--- src/verilog/slfc_pkg.sv ---
// Constants, state encoding and state record of the serial link frame control block.
package slfc_pkg;

    // Register offsets on the plain register port.
    localparam logic [1:0] SLFC_ADDR_CTRL = 2'h0;
    localparam logic [1:0] SLFC_ADDR_LEN = 2'h1;
    localparam logic [1:0] SLFC_ADDR_STAT = 2'h2;

    // Field positions of serial_link_control.
    localparam int SLFC_CTRL_SWRES = 7;
    localparam int SLFC_CTRL_REV = 6;
    localparam int SLFC_CTRL_CONF_LSB = 4;
    localparam int SLFC_CTRL_ENA = 3;

    // Field positions of data_length_register: rx length low, tx length high.
    localparam int SLFC_LEN_RX_LSB = 0;
    localparam int SLFC_LEN_TX_LSB = 4;

    // Field positions of the status register.
    localparam int SLFC_STAT_RXOK = 0;
    localparam int SLFC_STAT_TXOK = 1;
    localparam int SLFC_STAT_IDOK = 2;
    localparam int SLFC_STAT_ERR = 3;
    localparam int SLFC_STAT_BUSY = 4;
    localparam int SLFC_STAT_SWRST = 5;

    // Values after reset and counts.
    localparam logic [7:0] SLFC_CTRL_RESET = 8'h00;
    localparam logic [3:0] SLFC_LEN_RESET = 4'h0;
    localparam logic [3:0] SLFC_LEN_MAX = 4'h8;
    localparam logic [2:0] SLFC_SWRST_CYCLES = 3'h4;

    // Command codes.
    localparam logic [2:0] SLFC_CMD_RX_HDR = 3'h0;
    localparam logic [2:0] SLFC_CMD_TX_HDR = 3'h1;
    localparam logic [2:0] SLFC_CMD_RX_RSP = 3'h2;
    localparam logic [2:0] SLFC_CMD_TX_RSP = 3'h3;

    // Configuration codes.
    localparam logic [1:0] SLFC_CONF_STD = 2'h0;
    localparam logic [1:0] SLFC_CONF_ALT1 = 2'h1;
    localparam logic [1:0] SLFC_CONF_ALT2 = 2'h2;
    localparam logic [1:0] SLFC_CONF_LISTEN = 2'h3;

    typedef enum logic [3:0] {
        SLFC_ST_IDLE = 4'b0001,
        SLFC_ST_RXRSP = 4'b0010,
        SLFC_ST_TXRSP = 4'b0100,
        SLFC_ST_SWRST = 4'b1000
    } slfc_state_t;

    typedef struct packed {
        slfc_state_t st;
        logic [7:0] ctrl;
        logic [3:0] rxl;
        logic [3:0] txl;
        logic rxok;
        logic txok;
        logic idok;
        logic err;
        logic [2:0] rst_cnt;
        logic [7:0] rdata;
        logic tx_req;
        logic tx_cks;
        logic hdr_tx;
        logic hdr_rx;
        logic crc_on;
        logic tmo_on;
        logic listen;
        logic par_en;
        logic par_odd;
        logic urx_en;
        logic utx_en;
        logic ena;
    } slfc_regs_t;

endpackage
--- src/verilog/slfc_frame_ctrl.sv ---
// Serial link frame control: control register, response length bookkeeping and command decode.
// How it works
// LIN 2.1 with tx length zero: the response is the checksum only.
// LIN 2.1 with rx length zero: first received byte is the checksum.
// LIN 2.1 lengths above eight are forced to eight when the command is taken.
// LIN 1.3 loads both lengths from the identifier code while idle; they show the cycle after identifier-ok.
// Rx response command clears tx length and holds rx length while busy.
// During rx response the tx length counts bytes received.
// Rx error stops reception, sets error, tx length keeps good byte count.
// Error-free rx sets rx-done after checksum; tx length equals rx length.
// Tx response command clears rx length and holds tx length while busy.
// During tx response the rx length counts bytes sent.
// Tx error stops sending, sets error, rx length keeps good byte count.
// Error-free tx sets tx-done after checksum; rx length equals tx length.
// Writing one to control bit 7 starts soft reset; bit clears itself after.
// Control bit 6 selects revision: zero LIN 2.1, one LIN 1.3.
// LIN configuration: standard, no CRC no timeout, no timeout, listen.
// UART configuration: no parity, even, odd, listen with no parity.
// Control bit 3 enables the controller in both modes.
// Commands are acted on only while the enable bit is set.
// LIN commands: rx header or abort, tx header, rx response, tx response.
// UART commands: 100 disables both, 11x enables rx, 1x1 enables tx.
// Soft reset idles the machines, aborts transfers and clears the command.
`timescale 1ns/1ps
module slfc_frame_ctrl (
    // Clock and reset
    input wire logic clk,
    input wire logic rstn,
    // Register port
    input wire logic [1:0] reg_addr,
    input wire logic [7:0] reg_wdata,
    input wire logic reg_wr,
    input wire logic reg_rd,
    output logic [7:0] reg_rdata,
    // Byte engine events
    input wire logic rx_byte_valid,
    input wire logic tx_byte_sent,
    input wire logic link_error,
    input wire logic hdr_id_ok,
    input wire logic [1:0] hdr_len_code,
    // Byte engine requests
    output logic tx_byte_req,
    output logic tx_is_checksum,
    output logic hdr_tx_start,
    output logic hdr_rx_arm,
    // Mode outputs
    output logic link_enable,
    output logic crc_on,
    output logic timeout_on,
    output logic listen_on,
    output logic parity_en,
    output logic parity_odd,
    output logic uart_rx_en,
    output logic uart_tx_en
);
    import slfc_pkg::*;

    slfc_regs_t r_r;
    slfc_regs_t r_nxt;

    // Lengths above the maximum are forced down to it.
    function automatic logic [3:0] clamp_len(input logic [3:0] v);
        clamp_len = (v > SLFC_LEN_MAX) ? SLFC_LEN_MAX : v;
    endfunction

    // Length code carried in the identifier: 0 and 1 give two, 2 gives four, 3 gives eight.
    function automatic logic [3:0] code_len(input logic [1:0] c);
        case (c)
            2'h2: code_len = 4'h4;
            2'h3: code_len = 4'h8;
            default: code_len = 4'h2;
        endcase
    endfunction

    logic wr_ctrl;
    logic wr_len;
    logic wr_stat;
    logic legacy_revision_select;
    logic [2:0] cmd;
    logic [1:0] conf;
    logic cmd_ok;

    always_comb begin
        wr_ctrl = reg_wr && (reg_addr == SLFC_ADDR_CTRL);
        wr_len = reg_wr && (reg_addr == SLFC_ADDR_LEN);
        wr_stat = reg_wr && (reg_addr == SLFC_ADDR_STAT);
        legacy_revision_select = r_r.ctrl[SLFC_CTRL_REV];
        cmd = reg_wdata[2:0];
        // A control write refused during soft reset must not move the mode outputs either.
        conf = r_nxt_conf(r_r.ctrl, reg_wdata, wr_ctrl && !r_r.st[3]);
        cmd_ok = wr_ctrl && reg_wdata[SLFC_CTRL_ENA] && !reg_wdata[SLFC_CTRL_SWRES]
            && !r_r.st[3];
    end

    function automatic logic [1:0] r_nxt_conf(input logic [7:0] c, input logic [7:0] w,
                                              input logic we);
        r_nxt_conf = we ? w[SLFC_CTRL_CONF_LSB +: 2] : c[SLFC_CTRL_CONF_LSB +: 2];
    endfunction

    always_comb begin
        r_nxt = r_r;
        r_nxt.hdr_tx = 1'b0;
        r_nxt.hdr_rx = 1'b0;
        // Read data stands only in the cycle after the read strobe.
        r_nxt.rdata = 8'h00;
        if (reg_rd) begin
            case (reg_addr)
                SLFC_ADDR_CTRL: r_nxt.rdata = r_r.ctrl;
                SLFC_ADDR_LEN: r_nxt.rdata = {r_r.txl, r_r.rxl};
                SLFC_ADDR_STAT: r_nxt.rdata = {2'h0, r_r.st[3],
                    (r_r.st[1] || r_r.st[2]), r_r.err, r_r.idok, r_r.txok, r_r.rxok};
                default: r_nxt.rdata = 8'h00;
            endcase
        end

        // Status flags clear on a written one; a set in the same cycle wins below.
        if (wr_stat) begin
            if (reg_wdata[SLFC_STAT_RXOK]) r_nxt.rxok = 1'b0;
            if (reg_wdata[SLFC_STAT_TXOK]) r_nxt.txok = 1'b0;
            if (reg_wdata[SLFC_STAT_IDOK]) r_nxt.idok = 1'b0;
            if (reg_wdata[SLFC_STAT_ERR]) r_nxt.err = 1'b0;
        end

        // Lengths written by software only while no response is running.
        if (wr_len && r_r.st[0]) begin
            r_nxt.rxl = reg_wdata[SLFC_LEN_RX_LSB +: 4];
            r_nxt.txl = reg_wdata[SLFC_LEN_TX_LSB +: 4];
        end

        if (wr_ctrl && !r_r.st[3]) begin
            // enable and revision stored
            r_nxt.ctrl = reg_wdata;
            // soft reset start
            if (reg_wdata[SLFC_CTRL_SWRES]) begin
                r_nxt.st = SLFC_ST_SWRST;
                r_nxt.rst_cnt = SLFC_SWRST_CYCLES;
            end else if (!reg_wdata[SLFC_CTRL_ENA]) begin
                r_nxt.st = SLFC_ST_IDLE;
            end
        end

        // commands gated by enable
        if (cmd_ok) begin
            // LIN command decode
            case (cmd)
                SLFC_CMD_RX_HDR: begin
                    r_nxt.st = SLFC_ST_IDLE;
                    r_nxt.hdr_rx = 1'b1;
                end
                SLFC_CMD_TX_HDR: begin
                    r_nxt.st = SLFC_ST_IDLE;
                    r_nxt.hdr_tx = 1'b1;
                end
                SLFC_CMD_RX_RSP: begin
                    // rx command clears tx length
                    r_nxt.st = SLFC_ST_RXRSP;
                    r_nxt.txl = SLFC_LEN_RESET;
                    // clamp rx length
                    r_nxt.rxl = reg_wdata[SLFC_CTRL_REV] ? r_r.rxl : clamp_len(r_r.rxl);
                end
                SLFC_CMD_TX_RSP: begin
                    // tx command clears rx length
                    r_nxt.st = SLFC_ST_TXRSP;
                    r_nxt.rxl = SLFC_LEN_RESET;
                    // clamp tx length
                    r_nxt.txl = reg_wdata[SLFC_CTRL_REV] ? r_r.txl : clamp_len(r_r.txl);
                end
                default: r_nxt.st = SLFC_ST_IDLE;
            endcase
        end

        case (r_r.st)
            SLFC_ST_IDLE: begin
                // LIN 1.3 lengths from identifier
                if (hdr_id_ok) begin
                    if (legacy_revision_select) begin
                        r_nxt.rxl = code_len(hdr_len_code);
                        r_nxt.txl = code_len(hdr_len_code);
                    end
                    r_nxt.idok = 1'b1;
                end
            end
            SLFC_ST_RXRSP: begin
                // rx error stop
                if (link_error) begin
                    r_nxt.err = 1'b1;
                    r_nxt.st = SLFC_ST_IDLE;
                end else if (rx_byte_valid) begin
                    // zero length makes first byte the checksum
                    if (r_r.txl == r_r.rxl) begin
                        // rx done after checksum
                        r_nxt.rxok = 1'b1;
                        r_nxt.st = SLFC_ST_IDLE;
                    end else begin
                        // count received bytes
                        r_nxt.txl = r_r.txl + 4'h1;
                    end
                end
            end
            SLFC_ST_TXRSP: begin
                // tx error stop
                if (link_error) begin
                    r_nxt.err = 1'b1;
                    r_nxt.st = SLFC_ST_IDLE;
                end else if (tx_byte_sent) begin
                    // zero length sends checksum only
                    if (r_r.rxl == r_r.txl) begin
                        // tx done after checksum
                        r_nxt.txok = 1'b1;
                        r_nxt.st = SLFC_ST_IDLE;
                    end else begin
                        // count sent bytes
                        r_nxt.rxl = r_r.rxl + 4'h1;
                    end
                end
            end
            SLFC_ST_SWRST: begin
                // soft reset idles and clears command
                r_nxt.ctrl[2:0] = SLFC_CMD_RX_HDR;
                r_nxt.urx_en = 1'b0;
                r_nxt.utx_en = 1'b0;
                r_nxt.rst_cnt = r_r.rst_cnt - 3'h1;
                if (r_r.rst_cnt == 3'h1) begin
                    // bit clears itself at the end
                    r_nxt.ctrl[SLFC_CTRL_SWRES] = 1'b0;
                    r_nxt.st = SLFC_ST_IDLE;
                end
            end
            default: r_nxt.st = SLFC_ST_IDLE;
        endcase

        // Mode outputs follow the control value being stored.
        r_nxt.ena = r_nxt.ctrl[SLFC_CTRL_ENA];
        // LIN configuration decode
        r_nxt.crc_on = (conf != SLFC_CONF_ALT1);
        r_nxt.tmo_on = (conf == SLFC_CONF_STD) || (conf == SLFC_CONF_LISTEN);
        r_nxt.listen = (conf == SLFC_CONF_LISTEN);
        // UART parity decode
        r_nxt.par_en = (conf == SLFC_CONF_ALT1) || (conf == SLFC_CONF_ALT2);
        r_nxt.par_odd = (conf == SLFC_CONF_ALT2);
        // UART byte enables
        if (cmd_ok && cmd[2]) begin
            r_nxt.urx_en = cmd[1];
            r_nxt.utx_en = cmd[0];
        end else if (!r_nxt.ena) begin
            r_nxt.urx_en = 1'b0;
            r_nxt.utx_en = 1'b0;
        end
        // The engine is told which byte is the checksum so no count is needed there.
        r_nxt.tx_req = (r_nxt.st == SLFC_ST_TXRSP);
        r_nxt.tx_cks = (r_nxt.st == SLFC_ST_TXRSP) && (r_nxt.rxl == r_nxt.txl);
    end

    always_ff @(posedge clk or negedge rstn) begin
        if (!rstn) begin
            r_r <= '{st: SLFC_ST_IDLE, ctrl: SLFC_CTRL_RESET, rxl: SLFC_LEN_RESET,
                     txl: SLFC_LEN_RESET, rst_cnt: 3'h0, rdata: 8'h00, crc_on: 1'b1,
                     tmo_on: 1'b1, default: 1'b0};
        end else begin
            r_r <= r_nxt;
        end
    end

    assign reg_rdata = r_r.rdata;
    assign tx_byte_req = r_r.tx_req;
    assign tx_is_checksum = r_r.tx_cks;
    assign hdr_tx_start = r_r.hdr_tx;
    assign hdr_rx_arm = r_r.hdr_rx;
    assign link_enable = r_r.ena;
    assign crc_on = r_r.crc_on;
    assign timeout_on = r_r.tmo_on;
    assign listen_on = r_r.listen;
    assign parity_en = r_r.par_en;
    assign parity_odd = r_r.par_odd;
    assign uart_rx_en = r_r.urx_en;
    assign uart_tx_en = r_r.utx_en;
endmodule // slfc_frame_ctrl

--- config.mk ---
export PLATFORM = sky130hd
export DESIGN_NAME = slfc_frame_ctrl
export DESIGN_NICKNAME = d
export VERILOG_FILES = /design/src/verilog/slfc_pkg.sv /design/src/verilog/slfc_frame_ctrl.sv
export SDC_FILE = /design/constraint.sdc
export NUM_CORES = 1
export LEC_CHECK = 0
export BUFFER_PORTS_ARGS = -buffer_cell sky130_fd_sc_hd__buf_2
export CORE_MARGIN = 4
export CORE_UTILIZATION = 53
export CTS_CLUSTER_DIAMETER = 50
export DETAILED_ROUTE_END_ITERATION = 12
export PLACE_DENSITY = 0.74
export SLEW_MARGIN = 5
export SYNTH_ARGS = -nofsm -noshare
export SYNTH_HDL_FRONTEND = slang
export SYNTH_SLANG_ARGS = --single-unit
--- constraint.sdc ---
create_clock -name clk -period 3.4 [get_ports clk]
set_clock_uncertainty 0.2 [all_clocks]
set_input_delay 1.02 -clock clk [delete_from_list [all_inputs] [get_ports clk]]
set_output_delay 1.02 -clock clk [all_outputs]
set_load 0.01 [all_outputs]
# After elaboration in Yosys (flattened, before gate mapping)
# Index checks and enable logic that the tools add are counted.
# op_classes
reduce_logical	22
add_sub_neg	3
n_lt_le_gt_ge	2
mux	60
eq_ne	21
# ops
op	count
$mux 4	18
$mux 8	5
$pmux 4 s2	3
$pmux 8 s3	1
$mux 1	17
$pmux 4 s4	1
$pmux 8 s2	1
$mux 5	3
$eq 4x4->1	3
$mux 12	1
$mux 3	4
$eq 2x2->1 const B	5
$logic_and 1x1->1	10
$mux 2	5
$add 4x1->4 const B	2
$eq 4x3->1 const B	2
$gt 4x4->1 const B	2
$eq 3x1->1 const B	2
$eq 3x2->1 const B	2
$pmux 3 s2	1
$eq 2x1->1 const B	2
$eq 4x1->1 const B	1
$eq 4x2->1 const B	1
$eq 4x4->1 const B	1
other kinds (10)	15
# totals
reg_bits	47
inputBits	20
output_inout_bits	20

# Logic depth before layout (Yosys ltp)
# Gate-level depths: netlist (run 1).
# depth
ltp_word	12
ltp_mapped	9
depth_no_buf	9

# Least setup slack after synthesis (run 1)
# OpenSTA, ideal clock, no wires.
# synth_timing
kind	input port to flip-flop
from	input port reg_wr
to	register r_r, in the netlist tx_is_checksum
path_buffers	2
t_arrival_ns	2.840
setup_slack_ns	0.264
path_stages	9
cell_sequence	buf_4 or4b_1 buf_2 o211ai_2 a41oi_1 a221o_1 xnor2_1 nand3b_1 nor4_2
# synth_lines
item	line	rtl
start, declared	slfc_frame_ctrl.sv:32	input wire logic reg_wr,
end signal, assigned	slfc_frame_ctrl.sv:256	r_r <= '{st: SLFC_ST_IDLE, ctrl: SLFC_CTRL_RESET, rxl: SLFC_LEN_RESET,
end signal, assigned	slfc_frame_ctrl.sv:260	r_r <= r_nxt;
end, declared	slfc_frame_ctrl.sv:58	slfc_regs_t r_r;

==> flow_metrics.env, run 1 <==
export IMPL_vdd_drop_max_mv=0.3204
export IMPL_yosysSeqAreaShare_pct=42.42
export IMPL_worst_setup_path_end_kind="flop"
export IMPL_placed_cells=385
export IMPL_setup_violations=0
export IMPL_max_slew_worst_pin_slew_ns=0.9402
export IMPL_cts_tree="built"
export IMPL_grt_overflow=0
export IMPL_clkSinkCount=46
export IMPL_initialDrtViolationCount=325
export IMPL_synthArstFlopShare_pct=100.0
export IMPL_starting_density_of_the_core_pct=56.15
export IMPL_resize_count_post_cts=0
export IMPL_io_pin_count=40
export IMPL_yosys_cell_types_count=55
export IMPL_setup_repair_after_global_routing_missed_its_margin="no"
export IMPL_critical_path_startpoint_type="input port"
export IMPL_residual_drc=0
export IMPL_area_of_combinational_cells_with_multiple_inputs_um2=1381
export IMPL_final_instance_count_excl_fill=393
export IMPL_layout_drive_gt1_share_pct=21.47
export IMPL_most_area_consuming_cells_after_synthesis="sky130_fd_sc_hd__dfrtp_1, sky130_fd_sc_hd__nand2_1, sky130_fd_sc_hd__ha_1"
export IMPL_cts_hold_fix_buffers=0
export IMPL_postLayoutSetupSlackWorst_ns=0.3956
export IMPL_grt_met2_usage_pct=36.89
export IMPL_grt_busiest_layer="met2"
export IMPL_post_synth_top_area_fraction_pct=39.52
export IMPL_timing_setup_tns_ns=0
export IMPL_min_path_type="reg2reg"
export IMPL_place_hpwl_mm=5.354
export IMPL_yosys_cell_count_top_type="sky130_fd_sc_hd__dfrtp_1"
export IMPL_place_port_buffers=39
export IMPL_layout_filler_cells=428
export IMPL_cts_htree_levels=2
export IMPL_area_taken_by_flip_flops_and_latches_um2=1155
export IMPL_netlist_top_cell_by_area="sky130_fd_sc_hd__dfrtp_1"
export IMPL_hold_slack_ns=0.2947
export IMPL_postCtsSetupBuffers=0
export IMPL_syn_area_um2=2723
export IMPL_totalPowerFinal_uw=2047
export IMPL_globalRouteTotalUtil_pct=23.39
export IMPL_drv_cap=0
export IMPL_postSynth_topFlopCell="sky130_fd_sc_hd__dfrtp_1"
export IMPL_finalMaxSlewViolations=0
export IMPL_place_congestion=0.9796
export IMPL_worst_ep_required_time_ns=3.42
export IMPL_count_of_warnings_emitted_by_yosys=0
export IMPL_num_nets_final=354
export IMPL_grt_first_pass_wirelength_mm=11.32
export IMPL_die_w_um=79.67
export IMPL_clkTransAtPathRegs_ns=0.09
export IMPL_post_synth_inst_count=293
export IMPL_post_route_period_util_pct=88.36
export IMPL_core_um2=4848
export IMPL_worst_path_max_fanout=9
export IMPL_vias=2378
export IMPL_grt_start_max_net_pins=26
export IMPL_use_met1_pct=31.83
export IMPL_period_minus_slack_ns=3.004
export IMPL_insertion_delay_ns=0.31
export IMPL_status="complete, no violations"
export IMPL_dpl_worst_slack_ns=0.09607
export IMPL_avgRoutedWirePerCell_um=17.95
export IMPL_number_of_synthesized_flops_with_an_enable_pin=0
export IMPL_total_leakage_power_uw=0.001462
export IMPL_n_antenna_cell=0
export IMPL_grt_pass1_vias=2272
export IMPL_synthToLayoutAreaGrowth_pct=12.22
export IMPL_number_of_nets_with_antenna_violations_after_routing=0
export IMPL_cts_buffers_inserted=5
export IMPL_slew_limit_headroom_pct=36.74
export IMPL_critical_path_reg2reg_startpoint="r_r[30]"
export IMPL_cts_root_buf="sky130_fd_sc_hd__clkbuf_8"
export IMPL_number_of_antenna_violations_at_the_first_check_in_global_routing=0
export IMPL_clk_path_buf_depth=2
export IMPL_routed_wirelength_mm=7.054
export IMPL_critPathArrivalTime_ns=3.03
export IMPL_power_density_cell_area_nw_per_um2=670.0
export IMPL_path_class="in2reg"
export IMPL_num_rows=25
export IMPL_hold_viol=0
export IMPL_met3_usage_pct=4.740
export IMPL_dieArea_um2=6347
export IMPL_first_pass_iters=6
export IMPL_hp_start="r_r[25]"
export IMPL_crit_start="reg_addr[1]"
export IMPL_synth_seq_cells=46
export IMPL_post_drt_via_cell_ratio=6.051
export IMPL_synth_top_cells_by_count="sky130_fd_sc_hd__dfrtp_1, sky130_fd_sc_hd__nand2_1, sky130_fd_sc_hd__o21ai_0"
export IMPL_max_clock_freq_mhz=332.8
export IMPL_number_of_nets_produced_by_synthesis=322
export IMPL_floorplan_die_height_um=79.67
export IMPL_mean_post_synth_cell_area_um2=9.292
==> worst max-delay path, cell delays in order <==
cell and delay, ns:
sky130_fd_sc_hd__buf_2 0.13, sky130_fd_sc_hd__or4b_1 0.57, sky130_fd_sc_hd__buf_4 0.20, sky130_fd_sc_hd__nor2_1 0.23, sky130_fd_sc_hd__a21o_1 0.18, sky130_fd_sc_hd__a22oi_1 0.08, sky130_fd_sc_hd__o221ai_1 0.28, sky130_fd_sc_hd__xor2_1 0.13
sky130_fd_sc_hd__nor4_2 0.21
==> cell families after synthesis <==
family	after synthesis	synth area share (%)
flip-flops	46	42.42
AO/OA/AOI/OAI	69	16.87
AND/OR/NAND/NOR	109	22.93
buffers and inverters	40	6.847
XOR/XNOR	12	3.861
multiplexers	8	2.941
adder cells (fa/ha/maj)	9	4.136
==> metal layers <==
metal | wire length, um | share of wire (%)
met1 | 3135 | 44
met3 | 560 | 7.9
met2 | 3215 | 46
met4 | 143 | 2.0
met5 | 0 | 0
==> power breakdown <==
group	leakage, uW	switching [uW]	internal [uW]
combinational	0.000825	456	340
sequential	0.000592	192	704
clock	0.0000447	205	149
total	0.00146	854	1190
==> registers in the layout (all words and copies together), names as in the netlist <==
register	flops
hdr_rx_arm	1
parity_en	1
tx_is_checksum	1
crc_on	1
timeout_on	1
r_r	26
parity_odd	1
hdr_tx_start	1
uart_rx_en	1
reg_rdata	8
uart_tx_en	1
legacy_revision_select	1
tx_byte_req	1
listen_on	1
==> worst paths after layout <==
kind / end / slack, ns / cells past startpoint
setup / recovery: tx_is_checksum / 0.40 / 9
hold / removal: r_r[25] / 0.29 / 2
setup reg to reg: tx_is_checksum / 0.53 / 7
hold reg to reg: r_r[25] / 0.29 / 2
max in group asynchronous: crc_on / 1.78 / 2
min in group asynchronous: r_r[21] / 0.47 / 1
==> layout make-up <==
cell class | count | area share, %
sequential | 46 | 37.80
clock buffer | 5 | 2.252
clock inverter | 3 | 0.8190
timing repair buffer | 52 | 9.582
multi-input combinational | 207 | 45.21
tap | 67 | 2.744
inverter | 13 | 1.597
==> cells in the final DEF (no fill, tap or decap), types with 3 or more instances in the layout <==
cell type | netlist | final
sky130_fd_sc_hd__nor2b_1 | 7 | 7
sky130_fd_sc_hd__a31oi_1 | 4 | 4
sky130_fd_sc_hd__buf_4 | 9 | 13
sky130_fd_sc_hd__clkbuf_8 | 0 | 5
sky130_fd_sc_hd__xor2_1 | 9 | 9
sky130_fd_sc_hd__a22o_1 | 5 | 5
sky130_fd_sc_hd__nand2_1 | 36 | 36
sky130_fd_sc_hd__dfrtp_1 | 43 | 43
sky130_fd_sc_hd__and2_1 | 10 | 10
sky130_fd_sc_hd__dfstp_2 | 3 | 3
sky130_fd_sc_hd__inv_1 | 13 | 13
sky130_fd_sc_hd__nor4b_1 | 3 | 3
sky130_fd_sc_hd__o22ai_1 | 3 | 3
sky130_fd_sc_hd__mux2i_1 | 8 | 8
sky130_fd_sc_hd__nand3_1 | 15 | 15
sky130_fd_sc_hd__a22oi_1 | 4 | 4
sky130_fd_sc_hd__a21o_1 | 4 | 4
sky130_fd_sc_hd__nand2b_1 | 5 | 5
sky130_fd_sc_hd__a21oi_1 | 10 | 10
sky130_fd_sc_hd__buf_2 | 2 | 39
sky130_fd_sc_hd__ha_1 | 9 | 9
sky130_fd_sc_hd__and3_1 | 4 | 4
sky130_fd_sc_hd__nor3_1 | 3 | 3
sky130_fd_sc_hd__nor2_1 | 7 | 7
sky130_fd_sc_hd__xnor2_1 | 3 | 3
sky130_fd_sc_hd__o21ai_0 | 21 | 21
==> per-stage QoR <==
stage | utilization, % | instance area, um^2
after floorplan | - | 2723
after global placement | 61.08 | 2962
after detailed placement | 61.08 | 2962
after CTS | 63.02 | 3055
after global routing | 63.02 | 3055
final | 63.02 | 3055
Power figures use the tool's default switching activity.
==> run 2, diff against run 1 <==
==> constraint.sdc (replaced) <==
create_clock -name clk -period 2.9 [get_ports clk]
set_clock_uncertainty 0.2 [all_clocks]
set_input_delay 0.87 -clock clk [delete_from_list [all_inputs] [get_ports clk]]
set_output_delay 0.87 -clock clk [all_outputs]
set_load 0.01 [all_outputs]
==> run 2 against run 1 <==
  * Global-route usage is 0.39 points higher
  * Non-clock buffer count grew 19
  * Via count grew 0.97%
  * Critical path type is now reg2reg
  * Flip-flop and latch count stayed put
  * Critical path depth down 2
==> flow_metrics.env, run 2 (synthesis gave the netlist of run 1 again) <==
export IMPL_status="complete, no violations"
export IMPL_cts_tree="built"
export IMPL_place_congestion=0.9751
export IMPL_path_class="reg2reg"
export IMPL_largest_register_ffs=26
export IMPL_place_hpwl_mm=5.533
export IMPL_resize_count_post_cts=0
export IMPL_totalPowerFinal_uw=2492
export IMPL_critical_path_startpoint_type="flop"
export IMPL_critical_path_reg2reg_endpoint="tx_is_checksum"
export IMPL_die_w_um=79.67
export IMPL_hold_viol=0
export IMPL_cp_endpoint="tx_is_checksum"
export IMPL_layout_common_cells="sky130_fd_sc_hd__dfrtp_1, sky130_fd_sc_hd__buf_2, sky130_fd_sc_hd__nand2_1"
export IMPL_grt_first_pass_wirelength_mm=11.58
export IMPL_globalRouteTotalUtil_pct=23.78
export IMPL_worst_ep_required_time_ns=2.92
export IMPL_critPathArrivalTime_ns=2.86
export IMPL_n_antenna_cell=0
export IMPL_worst_path_max_fanout=11
export IMPL_post_route_period_util_pct=97.99
export IMPL_crit_start="r_r[43]"
export IMPL_placed_cells=404
export IMPL_cts_hold_fix_buffers=0
export IMPL_period_minus_slack_ns=2.842
export IMPL_avgRoutedWirePerCell_um=17.35
export IMPL_final_instance_count_excl_fill=412
export IMPL_post_drt_via_cell_ratio=5.828
export IMPL_core_um2=4848
export IMPL_cts_root_buf="sky130_fd_sc_hd__clkbuf_8"
export IMPL_max_slew_worst_pin_slew_ns=0.7954
export IMPL_number_of_nets_with_antenna_violations_after_routing=0
export IMPL_clkTransAtPathRegs_ns=0.10
export IMPL_initialDrtViolationCount=250
export IMPL_cts_htree_levels=2
export IMPL_first_pass_iters=5
export IMPL_worst_setup_path_end_kind="flop"
export IMPL_synthToLayoutAreaGrowth_pct=17.88
export IMPL_total_leakage_power_uw=0.001561
export IMPL_postCtsSetupBuffers=0
export IMPL_grt_overflow=0
export IMPL_vdd_drop_max_mv=0.3692
export IMPL_rrSetupSlack_ns=0.06
export IMPL_grt_pass1_vias=2299
export IMPL_clk_path_buf_depth=2
export IMPL_slew_limit_headroom_pct=46.23
export IMPL_number_of_antenna_violations_at_the_first_check_in_global_routing=0
export IMPL_finalMaxSlewViolations=0
export IMPL_starting_density_of_the_core_pct=56.15
export IMPL_io_pin_count=40
export IMPL_cts_buffers_inserted=5
export IMPL_layout_filler_cells=396
export IMPL_num_nets_final=373
export IMPL_setup_violations=0
export IMPL_setup_repair_after_global_routing_missed_its_margin="no"
export IMPL_vias=2401
export IMPL_mostFrequentLayoutCell="sky130_fd_sc_hd__dfrtp_1"
export IMPL_floorplan_die_height_um=79.67
export IMPL_min_path_type="in2async"
export IMPL_layout_drive_gt1_share_pct=26.09
export IMPL_drv_cap=0
export IMPL_ff2ff_path_depth=7
export IMPL_largest_register="r_r"
export IMPL_insertion_delay_ns=0.31
export IMPL_residual_drc=0
export IMPL_critical_path_reg2reg_startpoint="r_r[43]"
export IMPL_num_rows=25
export IMPL_clkSinkCount=46
export IMPL_place_port_buffers=39
export IMPL_grt_start_max_net_pins=19
export IMPL_max_clock_freq_mhz=351.9
export IMPL_dieArea_um2=6347
export IMPL_routed_wirelength_mm=7.149
export IMPL_timing_setup_tns_ns=0
export IMPL_power_density_cell_area_nw_per_um2=776.4
run 2: how the worst min path moves through the flow:
stage            start    endpoint  slack [ns]  cells past startpoint
6_report          rstn     r_r[21]        0.27                      1
5_1_grt           rstn  uart_rx_en        0.29                      1
4_1_cts           rstn  uart_rx_en        0.28                      1
3_5_place_dp   r_r[26]     r_r[26]        0.28                      2
3_3_place_gp   r_r[25]     r_r[25]        0.26                      2
2_1_floorplan  r_r[25]     r_r[25]        0.25                      2
run 2: stage by stage:
stage	cell area, um^2	utilization (%)	hold slack (ns)	setup WS [ns]
final	3209	66.19	0.2683	0.05838
after global routing	3209	66.19	0.2858	0.06997
after CTS	3201	66.01	0.2828	0.1502
after detailed placement	3108	64.10	0.2791	-0.1667
after global placement	3108	64.10	0.2622	-0.08374
after floorplan	2733	-	0.2478	0.02702
run 2: critical path: stages (launching register included):
cell                       delay (ns)
sky130_fd_sc_hd__dfstp_2         0.64
sky130_fd_sc_hd__nor4b_2         0.57
sky130_fd_sc_hd__nand2_1         0.33
sky130_fd_sc_hd__o22ai_1         0.27
sky130_fd_sc_hd__a221oi_1        0.08
sky130_fd_sc_hd__o22ai_1         0.25
sky130_fd_sc_hd__xor2_1          0.13
sky130_fd_sc_hd__nor4_2          0.26
run 2: per-layer routing:
| layer | wire length (um) | GRT usage [%] | share of wire (%) |
|---|---|---|---|
| met5 | 0 | 0 | 0 |
| met4 | 135 | 9.622 | 1.9 |
| met3 | 521 | 4.289 | 7.3 |
| met2 | 3199 | 35.89 | 45 |
| met1 | 3293 | 33.62 | 46 |
run 2: power breakdown:
part / switching [uW] / internal [uW]
registers: 158 / 827
clock network: 248 / 173
logic: 616 / 470
total: 1020 / 1470
run 2: final cells by class:
type,instances,area (um^2),share of cell area (%)
inverters,13,48.80,1.520
well taps,67,83.83,2.612
clock inverters,3,23.77,0.7407
clock buffers,5,68.82,2.144
flip-flops and latches,46,1155,35.98
repair buffers,71,435.4,13.57
multi-input cells,207,1394,43.43
==> run 3, diff against run 2 <==
--- a/config.mk
+++ b/config.mk
@@ -6,11 +6,13 @@
 export NUM_CORES = 1
 export LEC_CHECK = 0
 export BUFFER_PORTS_ARGS = -buffer_cell sky130_fd_sc_hd__buf_2
+export CELL_PAD_IN_SITES_DETAIL_PLACEMENT = 2
+export CELL_PAD_IN_SITES_GLOBAL_PLACEMENT = 2
 export CORE_MARGIN = 4
-export CORE_UTILIZATION = 53
+export CORE_UTILIZATION = 35
 export CTS_CLUSTER_DIAMETER = 50
 export DETAILED_ROUTE_END_ITERATION = 12
-export PLACE_DENSITY = 0.74
+export PLACE_DENSITY = 0.78
 export SLEW_MARGIN = 5
 export SYNTH_ARGS = -nofsm -noshare
 export SYNTH_HDL_FRONTEND = slang
==> run 3 against run 2 <==
  * Global-route usage fell by 1.7 points
  * Worst hold slack gained 0.030 ns
  * Die area up 46%
  * Critical path depth grew 1
  * Utilization decreased by 22 points
  * Final area is 3.0% higher
  * Non-clock buffer count grew 2
  * First-iteration DRC count shrank 56%
  * Power up 8.7%
  * Flip-flop and latch count unchanged
  * Count of clock-buffer cells in the layout unchanged
  * Via count increased by 5.2%
  * Largest power group unchanged
==> flow_metrics.env, run 3 (synthesis gave the netlist of run 1 again) <==
export IMPL_layout_drive_gt1_share_pct=27.67
export IMPL_total_leakage_power_uw=0.001592
export IMPL_grt_busiest_layer="met2"
export IMPL_critPathArrivalTime_ns=2.80
export IMPL_layout_filler_cells=813
export IMPL_number_of_antenna_violations_at_the_first_check_in_global_routing=0
export IMPL_place_hpwl_mm=7.541
export IMPL_dieArea_um2=9254
export IMPL_vias=2525
export IMPL_first_pass_iters=4
export IMPL_vdd_drop_max_mv=0.3069
export IMPL_worst_ep_required_time_ns=2.91
export IMPL_residual_drc=0
export IMPL_min_path_type="in2async"
export IMPL_floorplan_die_height_um=96.20
export IMPL_io_pin_count=40
export IMPL_use_met1_pct=27.98
export IMPL_die_w_um=96.20
export IMPL_cts_buffers_inserted=5
export IMPL_worst_setup_path_end_kind="flop"
export IMPL_insertion_delay_ns=0.30
export IMPL_n_antenna_cell=0
export IMPL_path_class="in2reg"
export IMPL_area_of_combinational_cells_with_multiple_inputs_um2=1414
export IMPL_clkTransAtPathRegs_ns=0.10
export IMPL_placed_cells=438
export IMPL_place_congestion=0.8765
export IMPL_grt_met2_usage_pct=38.70
export IMPL_place_port_buffers=39
export IMPL_core_um2=7408
export IMPL_starting_density_of_the_core_pct=36.75
export IMPL_area_taken_by_flip_flops_and_latches_um2=1155
export IMPL_mostFrequentLayoutCell="sky130_fd_sc_hd__dfrtp_1"
export IMPL_finalMaxSlewViolations=0
export IMPL_cts_htree_levels=2
export IMPL_setup_repair_after_global_routing_missed_its_margin="yes"
export IMPL_postLayoutCellArea_um2=3304
export IMPL_setup_violations=0
export IMPL_cts_root_buf="sky130_fd_sc_hd__clkbuf_8"
export IMPL_status="complete, no violations"
export IMPL_initialDrtViolationCount=110
export IMPL_layout_common_cells="sky130_fd_sc_hd__dfrtp_1, sky130_fd_sc_hd__buf_2, sky130_fd_sc_hd__nand2_1"
export IMPL_final_instance_count_excl_fill=446
export IMPL_slew_limit_headroom_pct=64.59
export IMPL_critical_path_startpoint_type="input port"
export IMPL_synthToLayoutAreaGrowth_pct=21.37
export IMPL_routed_wirelength_mm=9.680
export IMPL_period_minus_slack_ns=2.790
export IMPL_power_density_cell_area_nw_per_um2=819.3
export IMPL_drv_cap=0
export IMPL_grt_start_max_net_pins=19
export IMPL_num_rows=31
export IMPL_cts_tree="built"
export IMPL_hold_viol=0
export IMPL_post_route_period_util_pct=96.20
export IMPL_met3_usage_pct=2.893
export IMPL_clkSinkCount=46
export IMPL_number_of_nets_with_antenna_violations_after_routing=0
export IMPL_post_drt_via_cell_ratio=5.661
export IMPL_largest_register_ffs=26
export IMPL_grt_first_pass_wirelength_mm=15.15
export IMPL_dpl_cell_area_um2=3163
export IMPL_grt_overflow=0
export IMPL_globalRouteTotalUtil_pct=22.10
export IMPL_grt_pass1_vias=2795
export IMPL_avgRoutedWirePerCell_um=21.70
export IMPL_clk_path_buf_depth=2
export IMPL_largest_register="r_r"
export IMPL_worst_path_max_fanout=4
export IMPL_max_slew_worst_pin_slew_ns=0.5243
export IMPL_max_clock_freq_mhz=358.4
export IMPL_num_nets_final=375
-- run 3: cell type report --
class	instances	share of cell area [%]
multi-input cells	207	42.79
inverters	13	1.477
repair buffers	73	13.63
well taps	99	3.749
flip-flops and latches	46	34.95
clock inverters	3	1.325
clock buffers	5	2.083
-- run 3: metrics by stage --
step / setup TNS [ns] / util [%] / hold slack (ns) / setup slack [ns] / power (uW)
after floorplan: 0 / - / 0.2478 / 0.02702 / 1680
after global placement: -0.08878 / 42.70 / 0.2667 / -0.08878 / 2092
after detailed placement: -0.2193 / 42.70 / 0.2795 / -0.2193 / 2168
after CTS: 0 / 44.22 / 0.3011 / 0.08256 / 2684
after global routing: -0.009735 / 44.60 / 0.3253 / -0.009735 / 2869
final: 0 / 44.60 / 0.2986 / 0.1102 / 2707
-- run 3: critical path, cell delays in order --
cell	delay, ns
sky130_fd_sc_hd__buf_2	0.14
sky130_fd_sc_hd__or4b_4	0.58
sky130_fd_sc_hd__o211ai_2	0.21
sky130_fd_sc_hd__a41oi_1	0.14
sky130_fd_sc_hd__a221o_1	0.37
sky130_fd_sc_hd__xnor2_1	0.18
sky130_fd_sc_hd__nand3b_1	0.15
sky130_fd_sc_hd__nor4_2	0.18
-- run 3: path summary, 6_finish.rpt --
path	from	to	slack, ns	cells past startpoint
worst max register to register	r_r[30]	tx_is_checksum	0.16	7
worst min register to register	r_r[26]	r_r[26]	0.30	2
worst min-delay path	rstn	r_r[23]	0.30	1
worst max-delay path	reg_addr[1]	tx_is_checksum	0.11	8
min in group clk	r_r[26]	r_r[26]	0.30	2
max in group asynchronous	rstn	crc_on	1.54	2
-- run 3: repair_timing --
action	CTS	global route
gates resized for setup	0	5
endpoints found under the setup margin	0	1
hold buffers	0	0
setup buffers	0	0
-- run 3: where the power goes --
part | total (uW) | internal, uW | switching, uW
logic | 1210 | 502 | 708
registers | 995 | 827 | 168
clock network | 502 | 259 | 243
total | 2710 | 1590 | 1120
-- run 3: metal layers --
metal | share of wire, % | wire [um]
met1 | 44 | 4230
met2 | 50 | 4874
met5 | 0 | 0
met3 | 4.2 | 406
met4 | 1.7 | 169
